**src/hw/bio_cfg.svh**
```systemverilog
// constants for the branch, increment, soft-interrupt and OR execution block
`ifndef BIO_CFG_SVH
`define BIO_CFG_SVH
`define BIO_PC_W 12
`define BIO_IMM_W 10
`define BIO_REG_AW 6
`define BIO_DATA_W 8
`define BIO_SWI_VECTOR 11'h002
`define BIO_PC_RESET 12'h000
`define BIO_ACC_RESET 8'h00
`define BIO_DATA_ONE 8'h01
`define BIO_DATA_ZERO 8'h00
`define BIO_PC_ONE 12'h001
`define BIO_DEST_ACC 1'b0
`define BIO_REG_RESET 6'h00
`endif

```
**src/hw/bio_pkg.sv**
```systemverilog
// types shared by the execution block
package bio_pkg;
    typedef enum logic [4:0] {
        BIO_OP_NONE = 5'h00,
        BIO_OP_JMP = 5'h01,
        BIO_OP_INC = 5'h02,
        BIO_OP_INCSZ = 5'h04,
        BIO_OP_SWI = 5'h08,
        BIO_OP_OR = 5'h10
    } bio_op_t;
    typedef enum logic [1:0] {
        BIO_ST_EXEC = 2'h1,
        BIO_ST_FLUSH = 2'h2
    } bio_state_t;
endpackage : bio_pkg

```
**src/hw/bio_exec.sv**
```systemverilog
// execution of jump, increment, increment-skip, soft interrupt and or-with-register
`timescale 1ns/100ps
`include "bio_cfg.svh"
module bio_exec
    import bio_pkg::*;
(
    // clock and reset
    input wire logic ref_clk,
    input wire logic resetn,
    // decoded instruction, valid for one cycle
    input wire logic instr_valid,
    input wire bio_op_t instr_op,
    input wire logic [9:0] instr_imm,
    input wire logic [5:0] instr_reg,
    input wire logic instr_dest,
    // core state
    input wire logic [1:0] page_select_bits,
    input wire logic [7:0] file_rdata,
    // program counter
    output logic [11:0] pc_ff,
    // return stack push
    output logic stack_push_ff,
    output logic [11:0] stack_data_ff,
    // accumulator and file register write
    output logic [7:0] accumulator_ff,
    output logic file_we_ff,
    output logic [5:0] file_waddr_ff,
    output logic [7:0] file_wdata_ff,
    // zero flag
    output logic zero_we_ff,
    output logic zero_flag_ff,
    // high while the fetched instruction is being discarded
    output logic flush_ff
);
    bio_state_t state_ff;
    bio_state_t nxt_state;
    logic [7:0] alu_result;
    logic alu_zero;
    logic take;
    // decoded strobes for the instruction that is actually executed
    logic do_jump;
    logic do_swi;
    logic do_write;
    logic do_zero;

    bio_alu u_alu (
        .op(instr_op),
        .acc_val(accumulator_ff),
        .reg_val(file_rdata),
        .result(alu_result),
        .is_zero(alu_zero)
    );

    // a discarded instruction is never executed
    assign take = instr_valid && (state_ff == BIO_ST_EXEC);

    function automatic logic needs_flush(input bio_op_t op, input logic zero);
        case (op)
            BIO_OP_JMP: needs_flush = 1'h1;
            BIO_OP_SWI: needs_flush = 1'h1;
            BIO_OP_INCSZ: needs_flush = zero;
            default: needs_flush = 1'h0;
        endcase
    endfunction : needs_flush

    function automatic logic writes_data(input bio_op_t op);
        case (op)
            BIO_OP_INC: writes_data = 1'h1;
            BIO_OP_INCSZ: writes_data = 1'h1;
            BIO_OP_OR: writes_data = 1'h1;
            default: writes_data = 1'h0;
        endcase
    endfunction : writes_data

    function automatic logic sets_zero(input bio_op_t op);
        case (op)
            BIO_OP_INC: sets_zero = 1'h1;
            BIO_OP_OR: sets_zero = 1'h1;
            default: sets_zero = 1'h0;
        endcase
    endfunction : sets_zero

    assign do_jump = take && (instr_op == BIO_OP_JMP);
    assign do_swi = take && (instr_op == BIO_OP_SWI);
    assign do_write = take && writes_data(instr_op);
    // skip variant leaves the zero flag alone
    assign do_zero = take && sets_zero(instr_op);

    always_comb begin
        case (state_ff)
            BIO_ST_EXEC: begin
                nxt_state = (take && needs_flush(instr_op, alu_zero)) ? BIO_ST_FLUSH
                                                                     : BIO_ST_EXEC;
            end
            BIO_ST_FLUSH: nxt_state = BIO_ST_EXEC;
            default: nxt_state = BIO_ST_EXEC;
        endcase
    end

    // sequencer state
    always_ff @(posedge ref_clk or negedge resetn) begin
        if (!resetn) begin
            state_ff <= BIO_ST_EXEC;
        end else begin
            state_ff <= nxt_state;
        end
    end

    // discard marker, registered so the core sees it in the slot it kills
    always_ff @(posedge ref_clk or negedge resetn) begin
        if (!resetn) begin
            flush_ff <= 1'h0;
        end else begin
            flush_ff <= (nxt_state == BIO_ST_FLUSH);
        end
    end

    // program counter
    always_ff @(posedge ref_clk or negedge resetn) begin
        if (!resetn) begin
            pc_ff <= `BIO_PC_RESET;
        end else if (do_jump) begin
            pc_ff <= {page_select_bits, instr_imm};
        end else if (do_swi) begin
            // vector into low bits; the top bit is not part of the vector
            pc_ff <= {pc_ff[`BIO_PC_W-1], `BIO_SWI_VECTOR};
        end else if (instr_valid) begin
            // a discarded slot still moves past its own address
            pc_ff <= pc_ff + `BIO_PC_ONE;
        end
    end

    // return stack push strobe
    always_ff @(posedge ref_clk or negedge resetn) begin
        if (!resetn) begin
            stack_push_ff <= 1'h0;
        end else begin
            stack_push_ff <= do_swi;
        end
    end

    // return address, tracked every cycle so it is ready with the strobe
    always_ff @(posedge ref_clk or negedge resetn) begin
        if (!resetn) begin
            stack_data_ff <= `BIO_PC_RESET;
        end else begin
            stack_data_ff <= pc_ff + `BIO_PC_ONE;
        end
    end

    // accumulator
    always_ff @(posedge ref_clk or negedge resetn) begin
        if (!resetn) begin
            accumulator_ff <= `BIO_ACC_RESET;
        end else if (do_write && instr_dest == `BIO_DEST_ACC) begin
            accumulator_ff <= alu_result;
        end
    end

    // file register write strobe
    always_ff @(posedge ref_clk or negedge resetn) begin
        if (!resetn) begin
            file_we_ff <= 1'h0;
        end else begin
            file_we_ff <= do_write && (instr_dest != `BIO_DEST_ACC);
        end
    end

    // write address follows the operand; only meaningful with the strobe
    always_ff @(posedge ref_clk or negedge resetn) begin
        if (!resetn) begin
            file_waddr_ff <= `BIO_REG_RESET;
        end else begin
            file_waddr_ff <= instr_reg;
        end
    end

    // write data
    always_ff @(posedge ref_clk or negedge resetn) begin
        if (!resetn) begin
            file_wdata_ff <= `BIO_DATA_ZERO;
        end else begin
            file_wdata_ff <= alu_result;
        end
    end

    // zero flag update strobe
    always_ff @(posedge ref_clk or negedge resetn) begin
        if (!resetn) begin
            zero_we_ff <= 1'h0;
        end else begin
            zero_we_ff <= do_zero;
        end
    end

    // zero flag; holds when no flag-writing instruction runs
    always_ff @(posedge ref_clk or negedge resetn) begin
        if (!resetn) begin
            zero_flag_ff <= 1'h0;
        end else if (do_zero) begin
            zero_flag_ff <= alu_zero;
        end
    end
endmodule : bio_exec

```
**src/hw/bio_alu.sv**
```systemverilog
// arithmetic for increment and inclusive OR, with zero detect
`timescale 1ns/100ps
`include "bio_cfg.svh"
module bio_alu
    import bio_pkg::*;
(
    // operands
    input wire bio_op_t op,
    input wire logic [7:0] acc_val,
    input wire logic [7:0] reg_val,
    // result
    output logic [7:0] result,
    output logic is_zero
);
    always_comb begin
        case (op)
            BIO_OP_OR: result = acc_val | reg_val;
            default: result = 8'(reg_val + `BIO_DATA_ONE);
        endcase
        is_zero = (result == `BIO_DATA_ZERO);
    end
endmodule : bio_alu

```
**config.mk**
```make
export PLATFORM = sky130hd
export DESIGN_NAME = bio_exec
export DESIGN_NICKNAME = d
export VERILOG_FILES = /design/src/hw/bio_pkg.sv /design/src/hw/bio_exec.sv /design/src/hw/bio_alu.sv
export VERILOG_INCLUDE_DIRS = /design/src /design/src/hw
export SDC_FILE = /design/constraint.sdc
export NUM_CORES = 1
export LEC_CHECK = 0
export BUFFER_PORTS_ARGS = -buffer_cell sky130_fd_sc_hd__buf_4
export CAP_MARGIN = 0
export CELL_PAD_IN_SITES_DETAIL_PLACEMENT = 0
export CELL_PAD_IN_SITES_GLOBAL_PLACEMENT = 2
export CORE_MARGIN = 3
export CORE_UTILIZATION = 30
export CTS_CLUSTER_DIAMETER = 50
export DETAILED_ROUTE_END_ITERATION = 12
export HOLD_SLACK_MARGIN = 0.1
export PLACE_DENSITY = 0.85
export SYNTH_ARGS = -nofsm -noshare
export SYNTH_HDL_FRONTEND = slang
export SYNTH_HIERARCHICAL = 1
export SYNTH_SLANG_ARGS = --single-unit
```
**constraint.sdc**
```tcl
create_clock -name ref_clk -period 2.1 [get_ports ref_clk]
set_input_delay 0.315 -clock ref_clk [delete_from_list [all_inputs] [get_ports ref_clk]]
set_output_delay 0.315 -clock ref_clk [all_outputs]
set_load 0.01 [all_outputs]
```
==> impl_metrics.xml, run 1 <==
<?xml version="1.0" encoding="UTF-8"?>
<metrics>
  <group name="timing">
    <metric name="fin_worst_hold_slack" unit="ps">116</metric>
    <metric name="rsz0062_at_grt" unit="">true</metric>
    <metric name="maxSlewViolCount" unit="">0</metric>
    <metric name="maxSlewHeadroom" unit="">0.549</metric>
    <metric name="worst_slack" unit="ps">-358</metric>
    <metric name="clock.fmax" unit="MHz">407</metric>
    <metric name="finalHoldViolCount" unit="">0</metric>
    <metric name="clock-skew-final" unit="ps">11.3</metric>
    <metric name="totalNegativeSetupSlack" unit="ps">-576</metric>
    <metric name="setup_viol" unit="">2</metric>
    <metric name="period_needed" unit="ps">2460</metric>
    <metric name="worst-slew-pin-transition" unit="ps">677</metric>
    <metric name="final_min_period_over_clock_period" unit="">1.17</metric>
  </group>
  <group name="pwr">
    <metric name="p_int" unit="mW">1.99</metric>
    <metric name="power.total" unit="mW">2.95</metric>
    <metric name="vdd_ir_drop_max" unit="mV">0.398</metric>
    <metric name="power.density" unit="nW/µm²">845</metric>
    <metric name="netSwitchingPower" unit="mW">0.958</metric>
    <metric name="relative_contribution_of_the_clock_network_to_total_power" unit="">0.187</metric>
    <metric name="leakagePower" unit="nW">1.63</metric>
    <metric name="seq_power_share" unit="">0.478</metric>
    <metric name="netSwitchingFraction" unit="">0.325</metric>
    <metric name="p_comb_frac" unit="">0.335</metric>
  </group>
  <group name="layout">
    <metric name="highest_count_cells_in_the_layout_ignoring_fill_and_taps" unit="">111 x sky130_fd_sc_hd__buf_4, 51 x sky130_fd_sc_hd__dfrtp_1, 15 x sky130_fd_sc_hd__nor2_1, 11 x sky130_fd_sc_hd__o21ai_0, 9 x sky130_fd_sc_hd__nor3_1</metric>
    <metric name="diodes" unit="">0</metric>
    <metric name="layout-drive-gt1-share" unit="">0.447</metric>
    <metric name="n_fill_cell" unit="">761</metric>
    <metric name="nets" unit="">367</metric>
    <metric name="area.growth.synth_to_final" unit="%">45.4</metric>
    <metric name="commonest_non_fill_non_tap_cell_in_the_layout" unit="">sky130_fd_sc_hd__buf_4</metric>
  </group>
  <group name="min_path">
    <metric name="holdCritStartpoint" unit="">instr_reg[1]</metric>
    <metric name="min_delay_path_depth" unit="">1</metric>
    <metric name="hold_class" unit="">input port to register</metric>
  </group>
  <group name="synth">
    <metric name="synth.distinct_cells" unit="">50</metric>
    <metric name="synth_edf_count" unit="">0</metric>
    <metric name="synth_fp_nets" unit="">250</metric>
    <metric name="main_area_contributors_after_synthesis" unit="">sky130_fd_sc_hd__dfrtp_1 53%, sky130_fd_sc_hd__mux2_2 4.2%, sky130_fd_sc_hd__a22o_1 2.9%</metric>
    <metric name="synthesis.instances" unit="">213</metric>
    <metric name="synth_top_area_cell" unit="">sky130_fd_sc_hd__dfrtp_1</metric>
    <metric name="yosysTopAreaCellShare" unit="">0.531</metric>
    <metric name="synth.ff_latch_count" unit="">52</metric>
    <metric name="synth-warning-count" unit="">6</metric>
    <metric name="postSynth.topFlopCell" unit="">sky130_fd_sc_hd__dfrtp_1</metric>
    <metric name="syn_avg_cell_area" unit="µm²">11.3</metric>
    <metric name="ys_async_sr_fraction" unit="">1.00</metric>
    <metric name="seq_area_frac_synth" unit="">0.542</metric>
    <metric name="area_of_the_mapped_netlist" unit="µm²">2400</metric>
  </group>
  <group name="clock_tree">
    <metric name="cts_root_buffer" unit="">sky130_fd_sc_hd__clkbuf_8</metric>
    <metric name="path_clk_slew" unit="ps">90</metric>
    <metric name="cts_buffers" unit="">5</metric>
    <metric name="cts_tree" unit="">built</metric>
    <metric name="clock_sink_count" unit="">52</metric>
    <metric name="clock_latency" unit="ps">300</metric>
    <metric name="htreeDepth" unit="">2</metric>
    <metric name="max-clock-path-buffers" unit="">2</metric>
  </group>
  <group name="route">
    <metric name="drt-vias-per-instance" unit="">4.75</metric>
    <metric name="post_drt_wl_per_cell" unit="µm">14.7</metric>
    <metric name="post-route-drc-count" unit="">0</metric>
    <metric name="drt.antenna.violating_nets" unit="">0</metric>
    <metric name="drtIter0Drc" unit="">84</metric>
    <metric name="via_count" unit="">2058</metric>
    <metric name="drt-total-wl" unit="mm">6.38</metric>
    <metric name="detailedRoute.firstPassIterationCount" unit="">4</metric>
  </group>
  <group name="worst_setup_path">
    <metric name="r2r_start" unit="">accumulator_ff[6]$_DFFE_PN0P_</metric>
    <metric name="worst-setup-path-type" unit="">input port to register</metric>
    <metric name="r2r_cells" unit="">7</metric>
    <metric name="critical_path_required_time" unit="ps">2330</metric>
    <metric name="critical_path.startpoint" unit="">instr_op[2]</metric>
    <metric name="arrival" unit="ps">2690</metric>
    <metric name="critical_path.endpoint_type" unit="">register</metric>
    <metric name="timing.critical_path.fanout_max" unit="">6</metric>
    <metric name="cp-start-kind" unit="">input port</metric>
  </group>
  <group name="placed_design">
    <metric name="port_buffers" unit="">85</metric>
    <metric name="place.gp.congestion" unit="">0.878</metric>
    <metric name="place.detailed.hpwl" unit="mm">4.73</metric>
  </group>
  <group name="run_status">
    <metric name="failed_checks" unit="">negative setup slack</metric>
    <metric name="run_status" unit="">finished, violations left</metric>
  </group>
  <group name="floorplan">
    <metric name="die_height" unit="µm">95.5</metric>
    <metric name="coreArea" unit="µm²">7770</metric>
    <metric name="placementRows" unit="">32</metric>
    <metric name="ioPinCount" unit="">86</metric>
    <metric name="dieWidth" unit="µm">95.5</metric>
    <metric name="initial_utilization" unit="">0.309</metric>
    <metric name="die_area" unit="µm²">9120</metric>
  </group>
  <group name="flow_run">
    <metric name="maxCapViolCount" unit="">0</metric>
  </group>
  <group name="global_route">
    <metric name="first_global_vias" unit="">2037</metric>
    <metric name="grt_use_total" unit="">0.143</metric>
    <metric name="grt_max_degree" unit="">53</metric>
    <metric name="globalRouteOverflowTotal" unit="">0</metric>
    <metric name="antenna_found_initial" unit="">0</metric>
    <metric name="grt_first_pass_wirelength" unit="mm">10.2</metric>
  </group>
</metrics>
[Yosys cell counts (2+ instances only)]
cell type and instances:
sky130_fd_sc_hd__a22o_1 8, sky130_fd_sc_hd__a21oi_1 5, sky130_fd_sc_hd__nor4_1 5, sky130_fd_sc_hd__nand2_1 8, sky130_fd_sc_hd__o21a_1 3, sky130_fd_sc_hd__o31a_1 2
sky130_fd_sc_hd__xor2_1 5, sky130_fd_sc_hd__buf_6 2, sky130_fd_sc_hd__nand4_1 3, sky130_fd_sc_hd__or3_1 3, sky130_fd_sc_hd__a21bo_2 2, sky130_fd_sc_hd__dfrtp_1 51
sky130_fd_sc_hd__clkbuf_1 2, sky130_fd_sc_hd__or2_2 3, sky130_fd_sc_hd__o22ai_1 3, sky130_fd_sc_hd__o21ai_0 11, sky130_fd_sc_hd__buf_2 2, sky130_fd_sc_hd__ha_1 2
sky130_fd_sc_hd__nand3_1 7, sky130_fd_sc_hd__and2_1 2, sky130_fd_sc_hd__xnor2_1 7, sky130_fd_sc_hd__nor3_1 9, sky130_fd_sc_hd__nor2b_1 2, sky130_fd_sc_hd__mux2_2 9
sky130_fd_sc_hd__mux2i_1 4, sky130_fd_sc_hd__and4_1 2, sky130_fd_sc_hd__nor2_1 15, sky130_fd_sc_hd__a32o_1 2, sky130_fd_sc_hd__a32oi_1 3, sky130_fd_sc_hd__inv_1 8
sky130_fd_sc_hd__a31oi_1 4
[through the flow]
stage	instances	cell area, µm²	setup WS (ps)	util
3_3_place_gp	417	3300	-747	0.425
4_1_cts	427	3430	-335	0.441
3_5_place_dp	417	3300	-837	0.425
5_1_grt	433	3490	-467	0.450
2_1_floorplan	213	2400	-602	-
6_report	433	3490	-358	0.450
[area by class of cell]
| class | count | area [µm²] | area share |
|---|---|---|---|
| Multi-Input combinational cell | 146 | 1050 | 0.302 |
| Clock buffer | 7 | 76.3 | 0.0219 |
| Timing Repair Buffer | 117 | 896 | 0.257 |
| Clock inverter | 1 | 5.00 | 0.00143 |
| Inverter | 8 | 30.0 | 0.00860 |
| Tap cell | 102 | 128 | 0.0365 |
| Sequential cell | 52 | 1300 | 0.373 |
[power groups by stage]
stage / Combinational [mW] / Clock (mW) / Sequential [mW]
after detailed placement: 0.985 / 0 / 1.43
after floorplan: 0.356 / 0 / 1.50
after CTS: 0.998 / 0.580 / 1.41
after global placement: 0.977 / 0 / 1.43
final: 0.990 / 0.551 / 1.41
after global routing: 1.09 / 0.616 / 1.45
[critical path, cell delays in order]
cell and delay (ps):
sky130_fd_sc_hd__buf_6 90, sky130_fd_sc_hd__or4b_4 530, sky130_fd_sc_hd__or2_4 270, sky130_fd_sc_hd__o31a_1 260, sky130_fd_sc_hd__or3_4 400, sky130_fd_sc_hd__nor4_4 170
sky130_fd_sc_hd__nor2b_2 180, sky130_fd_sc_hd__mux2i_1 60, sky130_fd_sc_hd__o21a_1 180, sky130_fd_sc_hd__or2_4 220
[path summary, 6_finish.rpt]
path                                              endpoint  slack [ps]
worst max-delay path                 state_ff[0]$_DFF_PN1_        -360
worst min-delay path            file_waddr_ff[1]$_DFF_PN0_         120
worst max register to register       state_ff[0]$_DFF_PN1_         100
worst min register to register    zero_flag_ff$_DFFE_PN0P_         520
max in group asynchronous       file_wdata_ff[1]$_DFF_PN0_        1050
min in group asynchronous       file_wdata_ff[6]$_DFF_PN0_         580
[cells by family after synthesis]
kind of cell,Yosys count,synth area share
xor gates and xnor gates,12,0.0437
adders and majority gates,2,0.0104
muxes,13,0.0589
AOI/OAI and AO/OA,49,0.147
DFF,52,0.542
and+or+nand+nor,70,0.166
buffers and inverters,15,0.0323
[sequential cells by signal, indices dropped and copies added (netlist names)]
name            cells
stack_push_ff       1
file_waddr_ff       6
state_ff            1
pc_ff              12
zero_we_ff          1
file_we_ff          1
accumulator_ff      8
stack_data_ff      12
zero_flag_ff        1
file_wdata_ff       8
flush_ff            1
[metal layers]
metal / global-route usage / vias up / share of wire
met4: 0.0616 / 0 / 0.021
met5: 0 / - / 0
met2: 0.214 / 55 / 0.46
met1: 0.205 / 971 / 0.47
met3: 0.0221 / 11 / 0.046
li1: - / 1021 / -
[repair_timing]
| item | 4_1_cts | 5_1_grt |
|---|---|---|
| hold endpoints to repair | 51 | 3 |
| pin swaps | 2 | 1 |
| hold buffers | 1 | 3 |
| resized for setup | 6 | 4 |
| buffers inserted | 1 | 3 |
| endpoints found under the setup margin | 3 | 2 |
No activity file was read; power rests on OpenSTA's default activity.
==> run 2: changes to the inputs <==
==> constraint.sdc (replaced) <==
create_clock -name ref_clk -period 2.1 [get_ports ref_clk]
set_input_delay 0.525 -clock ref_clk [delete_from_list [all_inputs] [get_ports ref_clk]]
set_output_delay 0.525 -clock ref_clk [all_outputs]
set_load 0.01 [all_outputs]
==> impl_metrics.xml, run 2 (synthesis results as in run 1) <==
<?xml version="1.0" encoding="UTF-8"?>
<metrics>
  <group name="pwr">
    <metric name="p_comb_frac" unit="">0.336</metric>
    <metric name="power.density" unit="nW/µm²">846</metric>
    <metric name="leakagePower" unit="nW">1.66</metric>
    <metric name="netSwitchingFraction" unit="">0.323</metric>
    <metric name="relative_contribution_of_the_clock_network_to_total_power" unit="">0.196</metric>
    <metric name="p_int" unit="mW">2.04</metric>
    <metric name="netSwitchingPower" unit="mW">0.973</metric>
    <metric name="vdd_ir_drop_max" unit="mV">0.345</metric>
    <metric name="seq_power_share" unit="">0.468</metric>
  </group>
  <group name="layout">
    <metric name="area.growth.synth_to_final" unit="%">48.3</metric>
    <metric name="nets" unit="">372</metric>
    <metric name="reg_top3" unit="">pc_ff (12), stack_data_ff (12)</metric>
    <metric name="highest_count_cells_in_the_layout_ignoring_fill_and_taps" unit="">119 x sky130_fd_sc_hd__buf_4, 51 x sky130_fd_sc_hd__dfrtp_1, 15 x sky130_fd_sc_hd__nor2_1, 11 x sky130_fd_sc_hd__o21ai_0, 9 x sky130_fd_sc_hd__nor3_1</metric>
    <metric name="commonest_non_fill_non_tap_cell_in_the_layout" unit="">sky130_fd_sc_hd__buf_4</metric>
    <metric name="layout-drive-gt1-share" unit="">0.470</metric>
    <metric name="final_core_util" unit="">0.459</metric>
    <metric name="diodes" unit="">0</metric>
  </group>
  <group name="clock_tree">
    <metric name="htreeDepth" unit="">2</metric>
    <metric name="clock_sink_count" unit="">52</metric>
    <metric name="cts_tree" unit="">built</metric>
    <metric name="cts_root_buffer" unit="">sky130_fd_sc_hd__clkbuf_8</metric>
    <metric name="clock_latency" unit="ps">300</metric>
    <metric name="cts_buffers" unit="">5</metric>
    <metric name="cts_hold_repair_buffers" unit="">0</metric>
    <metric name="path_clk_slew" unit="ps">90</metric>
    <metric name="max-clock-path-buffers" unit="">2</metric>
  </group>
  <group name="global_route">
    <metric name="grt_max_degree" unit="">53</metric>
    <metric name="grt_first_pass_wirelength" unit="mm">10.2</metric>
    <metric name="antenna_found_initial" unit="">0</metric>
    <metric name="grt_use_total" unit="">0.143</metric>
    <metric name="first_global_vias" unit="">2030</metric>
    <metric name="globalRouteOverflowTotal" unit="">0</metric>
  </group>
  <group name="timing">
    <metric name="maxSlewViolCount" unit="">0</metric>
    <metric name="setup_viol" unit="">4</metric>
    <metric name="maxSlewHeadroom" unit="">0.554</metric>
    <metric name="finalHoldViolCount" unit="">0</metric>
    <metric name="clock.fmax" unit="MHz">372</metric>
    <metric name="fin_worst_hold_slack" unit="ps">252</metric>
    <metric name="worst-slew-pin-transition" unit="ps">669</metric>
    <metric name="period_needed" unit="ps">2690</metric>
    <metric name="final_min_period_over_clock_period" unit="">1.28</metric>
    <metric name="clock-skew-final" unit="ps">6.16</metric>
    <metric name="worst_slack" unit="ps">-589</metric>
    <metric name="rsz0062_at_grt" unit="">true</metric>
  </group>
  <group name="min_path">
    <metric name="hold_class" unit="">input port to async pin</metric>
  </group>
  <group name="worst_setup_path">
    <metric name="critical_path_required_time" unit="ps">2340</metric>
    <metric name="critical_path.endpoint_type" unit="">register</metric>
    <metric name="worst_path_largest_cell_delay" unit="ps">530</metric>
    <metric name="arrival" unit="ps">2920</metric>
    <metric name="cp-start-kind" unit="">input port</metric>
    <metric name="cp_common_cell" unit="">sky130_fd_sc_hd__or2_4</metric>
    <metric name="cell_chain_critical_path" unit="">buf_6 &gt; or4b_4 &gt; or2_4 &gt; o31a_1 &gt; or3_4 &gt; nor4_4 &gt; nor2b_1 &gt; mux2i_1 &gt; o21a_1 &gt; or2_4</metric>
    <metric name="cpMaxStageDelayCell" unit="">sky130_fd_sc_hd__or4b_4</metric>
    <metric name="timing.critical_path.fanout_max" unit="">6</metric>
    <metric name="worst-setup-path-type" unit="">input port to register</metric>
  </group>
  <group name="floorplan">
    <metric name="die_height" unit="µm">95.5</metric>
    <metric name="initial_utilization" unit="">0.309</metric>
    <metric name="coreArea" unit="µm²">7770</metric>
    <metric name="placementRows" unit="">32</metric>
    <metric name="die_area" unit="µm²">9120</metric>
    <metric name="dieWidth" unit="µm">95.5</metric>
    <metric name="ioPinCount" unit="">86</metric>
  </group>
  <group name="route">
    <metric name="detailedRoute.firstPassIterationCount" unit="">4</metric>
    <metric name="post-route-drc-count" unit="">0</metric>
    <metric name="drt-vias-per-instance" unit="">4.90</metric>
    <metric name="via_count" unit="">2148</metric>
    <metric name="drt-total-wl" unit="mm">6.49</metric>
    <metric name="topRoutingLayerUsed" unit="">met4</metric>
    <metric name="drt.antenna.violating_nets" unit="">0</metric>
    <metric name="post_drt_wl_per_cell" unit="µm">14.8</metric>
    <metric name="route.met3.wl" unit="µm">306</metric>
    <metric name="route.layer.met1.wl" unit="mm">3.02</metric>
    <metric name="dr_wl_met2" unit="mm">3.01</metric>
    <metric name="drtIter0Drc" unit="">67</metric>
  </group>
  <group name="run_status">
    <metric name="failed_checks" unit="">negative setup slack</metric>
    <metric name="run_status" unit="">finished, violations left</metric>
  </group>
  <group name="placed_design">
    <metric name="detailedPlace.worstSlack" unit="ps">-1010</metric>
    <metric name="place.detailed.hpwl" unit="mm">4.77</metric>
    <metric name="port_buffers" unit="">85</metric>
    <metric name="place.gp.congestion" unit="">0.819</metric>
  </group>
  <group name="flow_run">
    <metric name="maxCapViolCount" unit="">0</metric>
  </group>
</metrics>
run 2: power groups by stage:
stage	sequential [mW]	combinational, mW	clock [mW]
after floorplan	1.50	0.356	0
after global placement	1.43	1.00	0
after detailed placement	1.43	1.01	0
after CTS	1.41	1.02	0.614
after global routing	1.44	1.11	0.659
final	1.41	1.01	0.590
run 2: timing repair:
item,CTS,global route
pin swaps,1,1
buffers inserted,2,1
gates resized for setup,11,1
endpoints found under the setup margin,3,4
run 2: stage by stage:
| stage | cell area (µm²) | total power, mW | cells | setup TNS (ps) |
|---|---|---|---|---|
| 6_report | 3560 | 3.01 | 438 | -1200 |
| 5_1_grt | 3560 | 3.21 | 438 | -1360 |
| 4_1_cts | 3550 | 3.05 | 437 | -994 |
| 3_5_place_dp | 3390 | 2.44 | 427 | -4550 |
| 3_3_place_gp | 3390 | 2.43 | 427 | -4190 |
| 2_1_floorplan | 2400 | 1.86 | 213 | -1890 |
run 2: final timing paths:
check | end | startpoint | slack (ps) | cells past startpoint
worst max-delay path | state_ff[0]$_DFF_PN1_ | instr_op[2] | -590 | 10
min in group ref_clk | file_waddr_ff[0]$_DFF_PN0_ | instr_reg[0] | 320 | 1
worst min-delay path | file_waddr_ff[0]$_DFF_PN0_ | resetn | 250 | 1
max in group asynchronous | stack_data_ff[0]$_DFF_PN0_ | resetn | 1410 | 1
worst min register to register | zero_flag_ff$_DFFE_PN0P_ | zero_flag_ff$_DFFE_PN0P_ | 540 | 1
worst max register to register | state_ff[0]$_DFF_PN1_ | accumulator_ff[2]$_DFFE_PN0P_ | 100 | 7
run 2: critical path: cells and delay by family:
kind                   cells  cell delay (ps)
multiplexers               1               70
AND/OR/NAND/NOR            6             1790
buffers and inverters      1               90
AO/OA/AOI/OAI              2              440
run 2: metal layers:
layer,vias to the layer above,track usage
met5,-,0
met4,0,0.0545
met3,15,0.0292
met2,64,0.220
met1,1042,0.198
li1,1027,-
run 2: layout make-up:
cell class | instances | area (µm²)
Inverter | 8 | 30.0
Fill cell | 768 | 4200
Tap cell | 102 | 128
Sequential cell | 52 | 1300
Clock inverter | 1 | 7.51
Clock buffer | 7 | 86.3
Multi-Input combinational cell | 146 | 1070
Timing Repair Buffer | 122 | 936
==> run 3: changes to the inputs <==
ABC_AREA = 1   (was unset)
CORE_UTILIZATION = 28   (was 30)
PLACE_DENSITY = 0.86   (was 0.85)
==> impl_metrics.xml, run 3 <==
<?xml version="1.0" encoding="UTF-8"?>
<metrics>
  <group name="floorplan">
    <metric name="die_height" unit="µm">102</metric>
    <metric name="dieWidth" unit="µm">102</metric>
    <metric name="initial_utilization" unit="">0.293</metric>
    <metric name="die_area" unit="µm²">10500</metric>
    <metric name="placementRows" unit="">34</metric>
    <metric name="coreArea" unit="µm²">8890</metric>
    <metric name="ioPinCount" unit="">86</metric>
  </group>
  <group name="run_status">
    <metric name="run_status" unit="">finished, final reports clean</metric>
  </group>
  <group name="global_route">
    <metric name="grt_use_total" unit="">0.126</metric>
    <metric name="grt_first_pass_wirelength" unit="mm">10.4</metric>
    <metric name="globalRouteOverflowTotal" unit="">0</metric>
    <metric name="first_global_vias" unit="">2106</metric>
    <metric name="antenna_found_initial" unit="">0</metric>
    <metric name="grt_max_degree" unit="">53</metric>
  </group>
  <group name="layout">
    <metric name="n_fill_cell" unit="">939</metric>
    <metric name="reg_top3" unit="">pc_ff (12), stack_data_ff (12)</metric>
    <metric name="final_core_util" unit="">0.389</metric>
    <metric name="commonest_non_fill_non_tap_cell_in_the_layout" unit="">sky130_fd_sc_hd__nand2_1</metric>
    <metric name="area.growth.synth_to_final" unit="%">33.0</metric>
    <metric name="highest_count_cells_in_the_layout_ignoring_fill_and_taps" unit="">92 x sky130_fd_sc_hd__nand2_1, 89 x sky130_fd_sc_hd__buf_4, 52 x sky130_fd_sc_hd__nor2_1, 51 x sky130_fd_sc_hd__dfrtp_1, 41 x sky130_fd_sc_hd__inv_1</metric>
    <metric name="layout-drive-gt1-share" unit="">0.307</metric>
    <metric name="diodes" unit="">0</metric>
    <metric name="nets" unit="">446</metric>
  </group>
  <group name="synth">
    <metric name="postSynth.topFlopCell" unit="">sky130_fd_sc_hd__dfrtp_1</metric>
    <metric name="yosysTopAreaCellShare" unit="">0.490</metric>
    <metric name="synth_top_area_cell" unit="">sky130_fd_sc_hd__dfrtp_1</metric>
    <metric name="leading_cell_types_by_count_after_synthesis" unit="">92 x sky130_fd_sc_hd__nand2_1, 52 x sky130_fd_sc_hd__nor2_1, 51 x sky130_fd_sc_hd__dfrtp_1, 41 x sky130_fd_sc_hd__inv_1, 15 x sky130_fd_sc_hd__nand3_1</metric>
    <metric name="post-synth-top-count-cell" unit="">sky130_fd_sc_hd__nand2_1</metric>
    <metric name="synth.distinct_cells" unit="">31</metric>
    <metric name="synthesis.instances" unit="">319</metric>
    <metric name="seq_area_frac_synth" unit="">0.500</metric>
    <metric name="synth_fp_nets" unit="">356</metric>
    <metric name="area_of_the_mapped_netlist" unit="µm²">2600</metric>
    <metric name="synth_edf_count" unit="">0</metric>
    <metric name="synth-warning-count" unit="">6</metric>
    <metric name="synth.ff_latch_count" unit="">52</metric>
    <metric name="syn_avg_cell_area" unit="µm²">8.16</metric>
    <metric name="main_area_contributors_after_synthesis" unit="">sky130_fd_sc_hd__dfrtp_1 49%, sky130_fd_sc_hd__nand2_1 13%, sky130_fd_sc_hd__nor2_1 7.5%</metric>
    <metric name="ys_async_sr_fraction" unit="">1.00</metric>
  </group>
  <group name="clock_tree">
    <metric name="cts_buffers" unit="">5</metric>
    <metric name="cts_hold_repair_buffers" unit="">0</metric>
    <metric name="path_clk_slew" unit="ps">100</metric>
    <metric name="postCtsSetupBuffers" unit="">0</metric>
    <metric name="htreeDepth" unit="">2</metric>
    <metric name="clock_sink_count" unit="">52</metric>
    <metric name="clock_latency" unit="ps">300</metric>
    <metric name="max-clock-path-buffers" unit="">2</metric>
    <metric name="post_cts_resize_count" unit="">0</metric>
    <metric name="cts_root_buffer" unit="">sky130_fd_sc_hd__clkbuf_8</metric>
    <metric name="cts_tree" unit="">built</metric>
  </group>
  <group name="worst_setup_path">
    <metric name="worst-setup-path-type" unit="">input port to register</metric>
    <metric name="cp_common_cell" unit="">sky130_fd_sc_hd__nand2_1</metric>
    <metric name="crit_buf_inv" unit="">2</metric>
    <metric name="cell_chain_critical_path" unit="">buf_4 &gt; nor2_4 &gt; nand2_1 &gt; nor2_1 &gt; nand2_1 &gt; nand2_1 &gt; nand3_1 &gt; nor2_1 &gt; nand2_1 &gt; nand2_1 &gt; inv_1</metric>
    <metric name="worst_path_dominant_cell_family" unit="">simple AND/OR/NAND/NOR gates</metric>
    <metric name="cp-start-kind" unit="">input port</metric>
    <metric name="critical_path.endpoint_type" unit="">register</metric>
    <metric name="timing.critical_path.fanout_max" unit="">4</metric>
    <metric name="arrival" unit="ps">1770</metric>
    <metric name="worst_path_largest_cell_delay" unit="ps">290</metric>
    <metric name="cpMaxStageDelayCell" unit="">sky130_fd_sc_hd__nor2_1</metric>
    <metric name="critical_path_required_time" unit="ps">2340</metric>
  </group>
  <group name="timing">
    <metric name="finalHoldViolCount" unit="">0</metric>
    <metric name="clock-skew-final" unit="ps">7.77</metric>
    <metric name="setup_viol" unit="">0</metric>
    <metric name="totalNegativeSetupSlack" unit="ps">0</metric>
    <metric name="maxSlewHeadroom" unit="">0.547</metric>
    <metric name="rsz0062_at_grt" unit="">false</metric>
    <metric name="period_needed" unit="ps">1530</metric>
    <metric name="worst_slack" unit="ps">571</metric>
    <metric name="worst-slew-pin-transition" unit="ps">679</metric>
    <metric name="maxSlewViolCount" unit="">0</metric>
    <metric name="final_min_period_over_clock_period" unit="">0.728</metric>
    <metric name="clock.fmax" unit="MHz">654</metric>
  </group>
  <group name="route">
    <metric name="post_drt_wl_per_cell" unit="µm">12.3</metric>
    <metric name="drtIter0Drc" unit="">84</metric>
    <metric name="drt-vias-per-instance" unit="">4.29</metric>
    <metric name="drt-total-wl" unit="mm">6.40</metric>
    <metric name="via_count" unit="">2220</metric>
    <metric name="post-route-drc-count" unit="">0</metric>
    <metric name="drt.antenna.violating_nets" unit="">0</metric>
    <metric name="detailedRoute.firstPassIterationCount" unit="">4</metric>
  </group>
  <group name="pwr">
    <metric name="vdd_ir_drop_max" unit="mV">0.305</metric>
    <metric name="leakagePower" unit="nW">1.81</metric>
    <metric name="power.density" unit="nW/µm²">989</metric>
  </group>
  <group name="placed_design">
    <metric name="port_buffers" unit="">85</metric>
    <metric name="place.gp.congestion" unit="">0.795</metric>
    <metric name="place.detailed.hpwl" unit="mm">5.01</metric>
    <metric name="detailedPlace.worstSlack" unit="ps">229</metric>
  </group>
  <group name="min_path">
    <metric name="hold_class" unit="">input port to async pin</metric>
  </group>
  <group name="flow_run">
    <metric name="maxCapViolCount" unit="">0</metric>
  </group>
</metrics>
## run 3: cell types whose count changed after synthesis, moves of 8 or more
cell / delta
sky130_fd_sc_hd__nand2_1: +84
sky130_fd_sc_hd__nor3_1: -9
sky130_fd_sc_hd__o21ai_0: -9
sky130_fd_sc_hd__inv_1: +33
sky130_fd_sc_hd__nand3_1: +8
sky130_fd_sc_hd__mux2_2: -9
sky130_fd_sc_hd__o21ai_2: +9
sky130_fd_sc_hd__a22o_1: -8
sky130_fd_sc_hd__nor2_1: +37
## run 3: power breakdown
part           internal [mW]  total [mW]  leakage (nW)  switching, mW
Clock                  0.355       0.687        0.0552          0.332
Sequential              1.25        1.47         0.602          0.216
Combinational          0.598        1.27          1.15          0.670
## run 3: kinds of logic after synthesis
family | share of synthesized area
xor+xnor | 0.0135
fa+ha+maj | 0.00961
compound gates | 0.0740
flops | 0.500
simple gates | 0.320
buf+inv | 0.0831
## run 3: routing by layer
layer / global-route usage / routed length [µm] / vias up
met1: 0.179 / 3090 / 1001
met3: 0.0253 / 261 / 4
met2: 0.197 / 2980 / 49
li1: - / - / 1166
met5: 0 / 0 / -
met4: 0.0272 / 57 / 0
## run 3: final cells by class
class | instances | area [µm²] | share of cell area
clock inverter | 2 | 35.0 | 0.0101
sequential | 52 | 1300 | 0.376
inverter | 43 | 164 | 0.0473
multi-input combinational | 218 | 1080 | 0.313
tap | 108 | 135 | 0.0390
clock buffer | 6 | 72.6 | 0.0210
timing repair buffer | 89 | 668 | 0.193
## run 3: worst paths after layout
kind / start / end / slack [ps] / cells past startpoint
max reg2reg: pc_ff[1]$_DFFE_PN0P_ / pc_ff[6]$_DFFE_PN0P_ / 580 / 8
min in group ref_clk: instr_reg[1] / file_waddr_ff[1]$_DFF_PN0_ / 320 / 1
min: resetn / pc_ff[6]$_DFFE_PN0P_ / 230 / 1
min reg2reg: accumulator_ff[1]$_DFFE_PN0P_ / accumulator_ff[1]$_DFFE_PN0P_ / 510 / 2
max: instr_op[1] / state_ff[0]$_DFF_PN1_ / 570 / 11
max in group asynchronous: resetn / accumulator_ff[7]$_DFFE_PN0P_ / 1390 / 1
## run 3: per-stage QoR
step / total power [mW] / instance area (µm²) / hold slack [ps] / cells
after detailed placement: 2.79 / 3350 / 494 / 510
after global placement: 2.78 / 3350 / 501 / 510
after global routing: 3.71 / 3460 / 295 / 518
after CTS: 3.48 / 3460 / 274 / 518
after floorplan: 2.14 / 2600 / 229 / 319
final: 3.42 / 3460 / 234 / 518
## run 3: worst register-to-register path, cell delays in order, from the launching register on
cell and delay, ps:
sky130_fd_sc_hd__dfrtp_1 430, sky130_fd_sc_hd__ha_1 220, sky130_fd_sc_hd__nand3_1 170, sky130_fd_sc_hd__nor2_1 240, sky130_fd_sc_hd__nand2_1 70, sky130_fd_sc_hd__nand2_1 70
sky130_fd_sc_hd__inv_1 40, sky130_fd_sc_hd__a21oi_1 130, sky130_fd_sc_hd__nor2_1 50
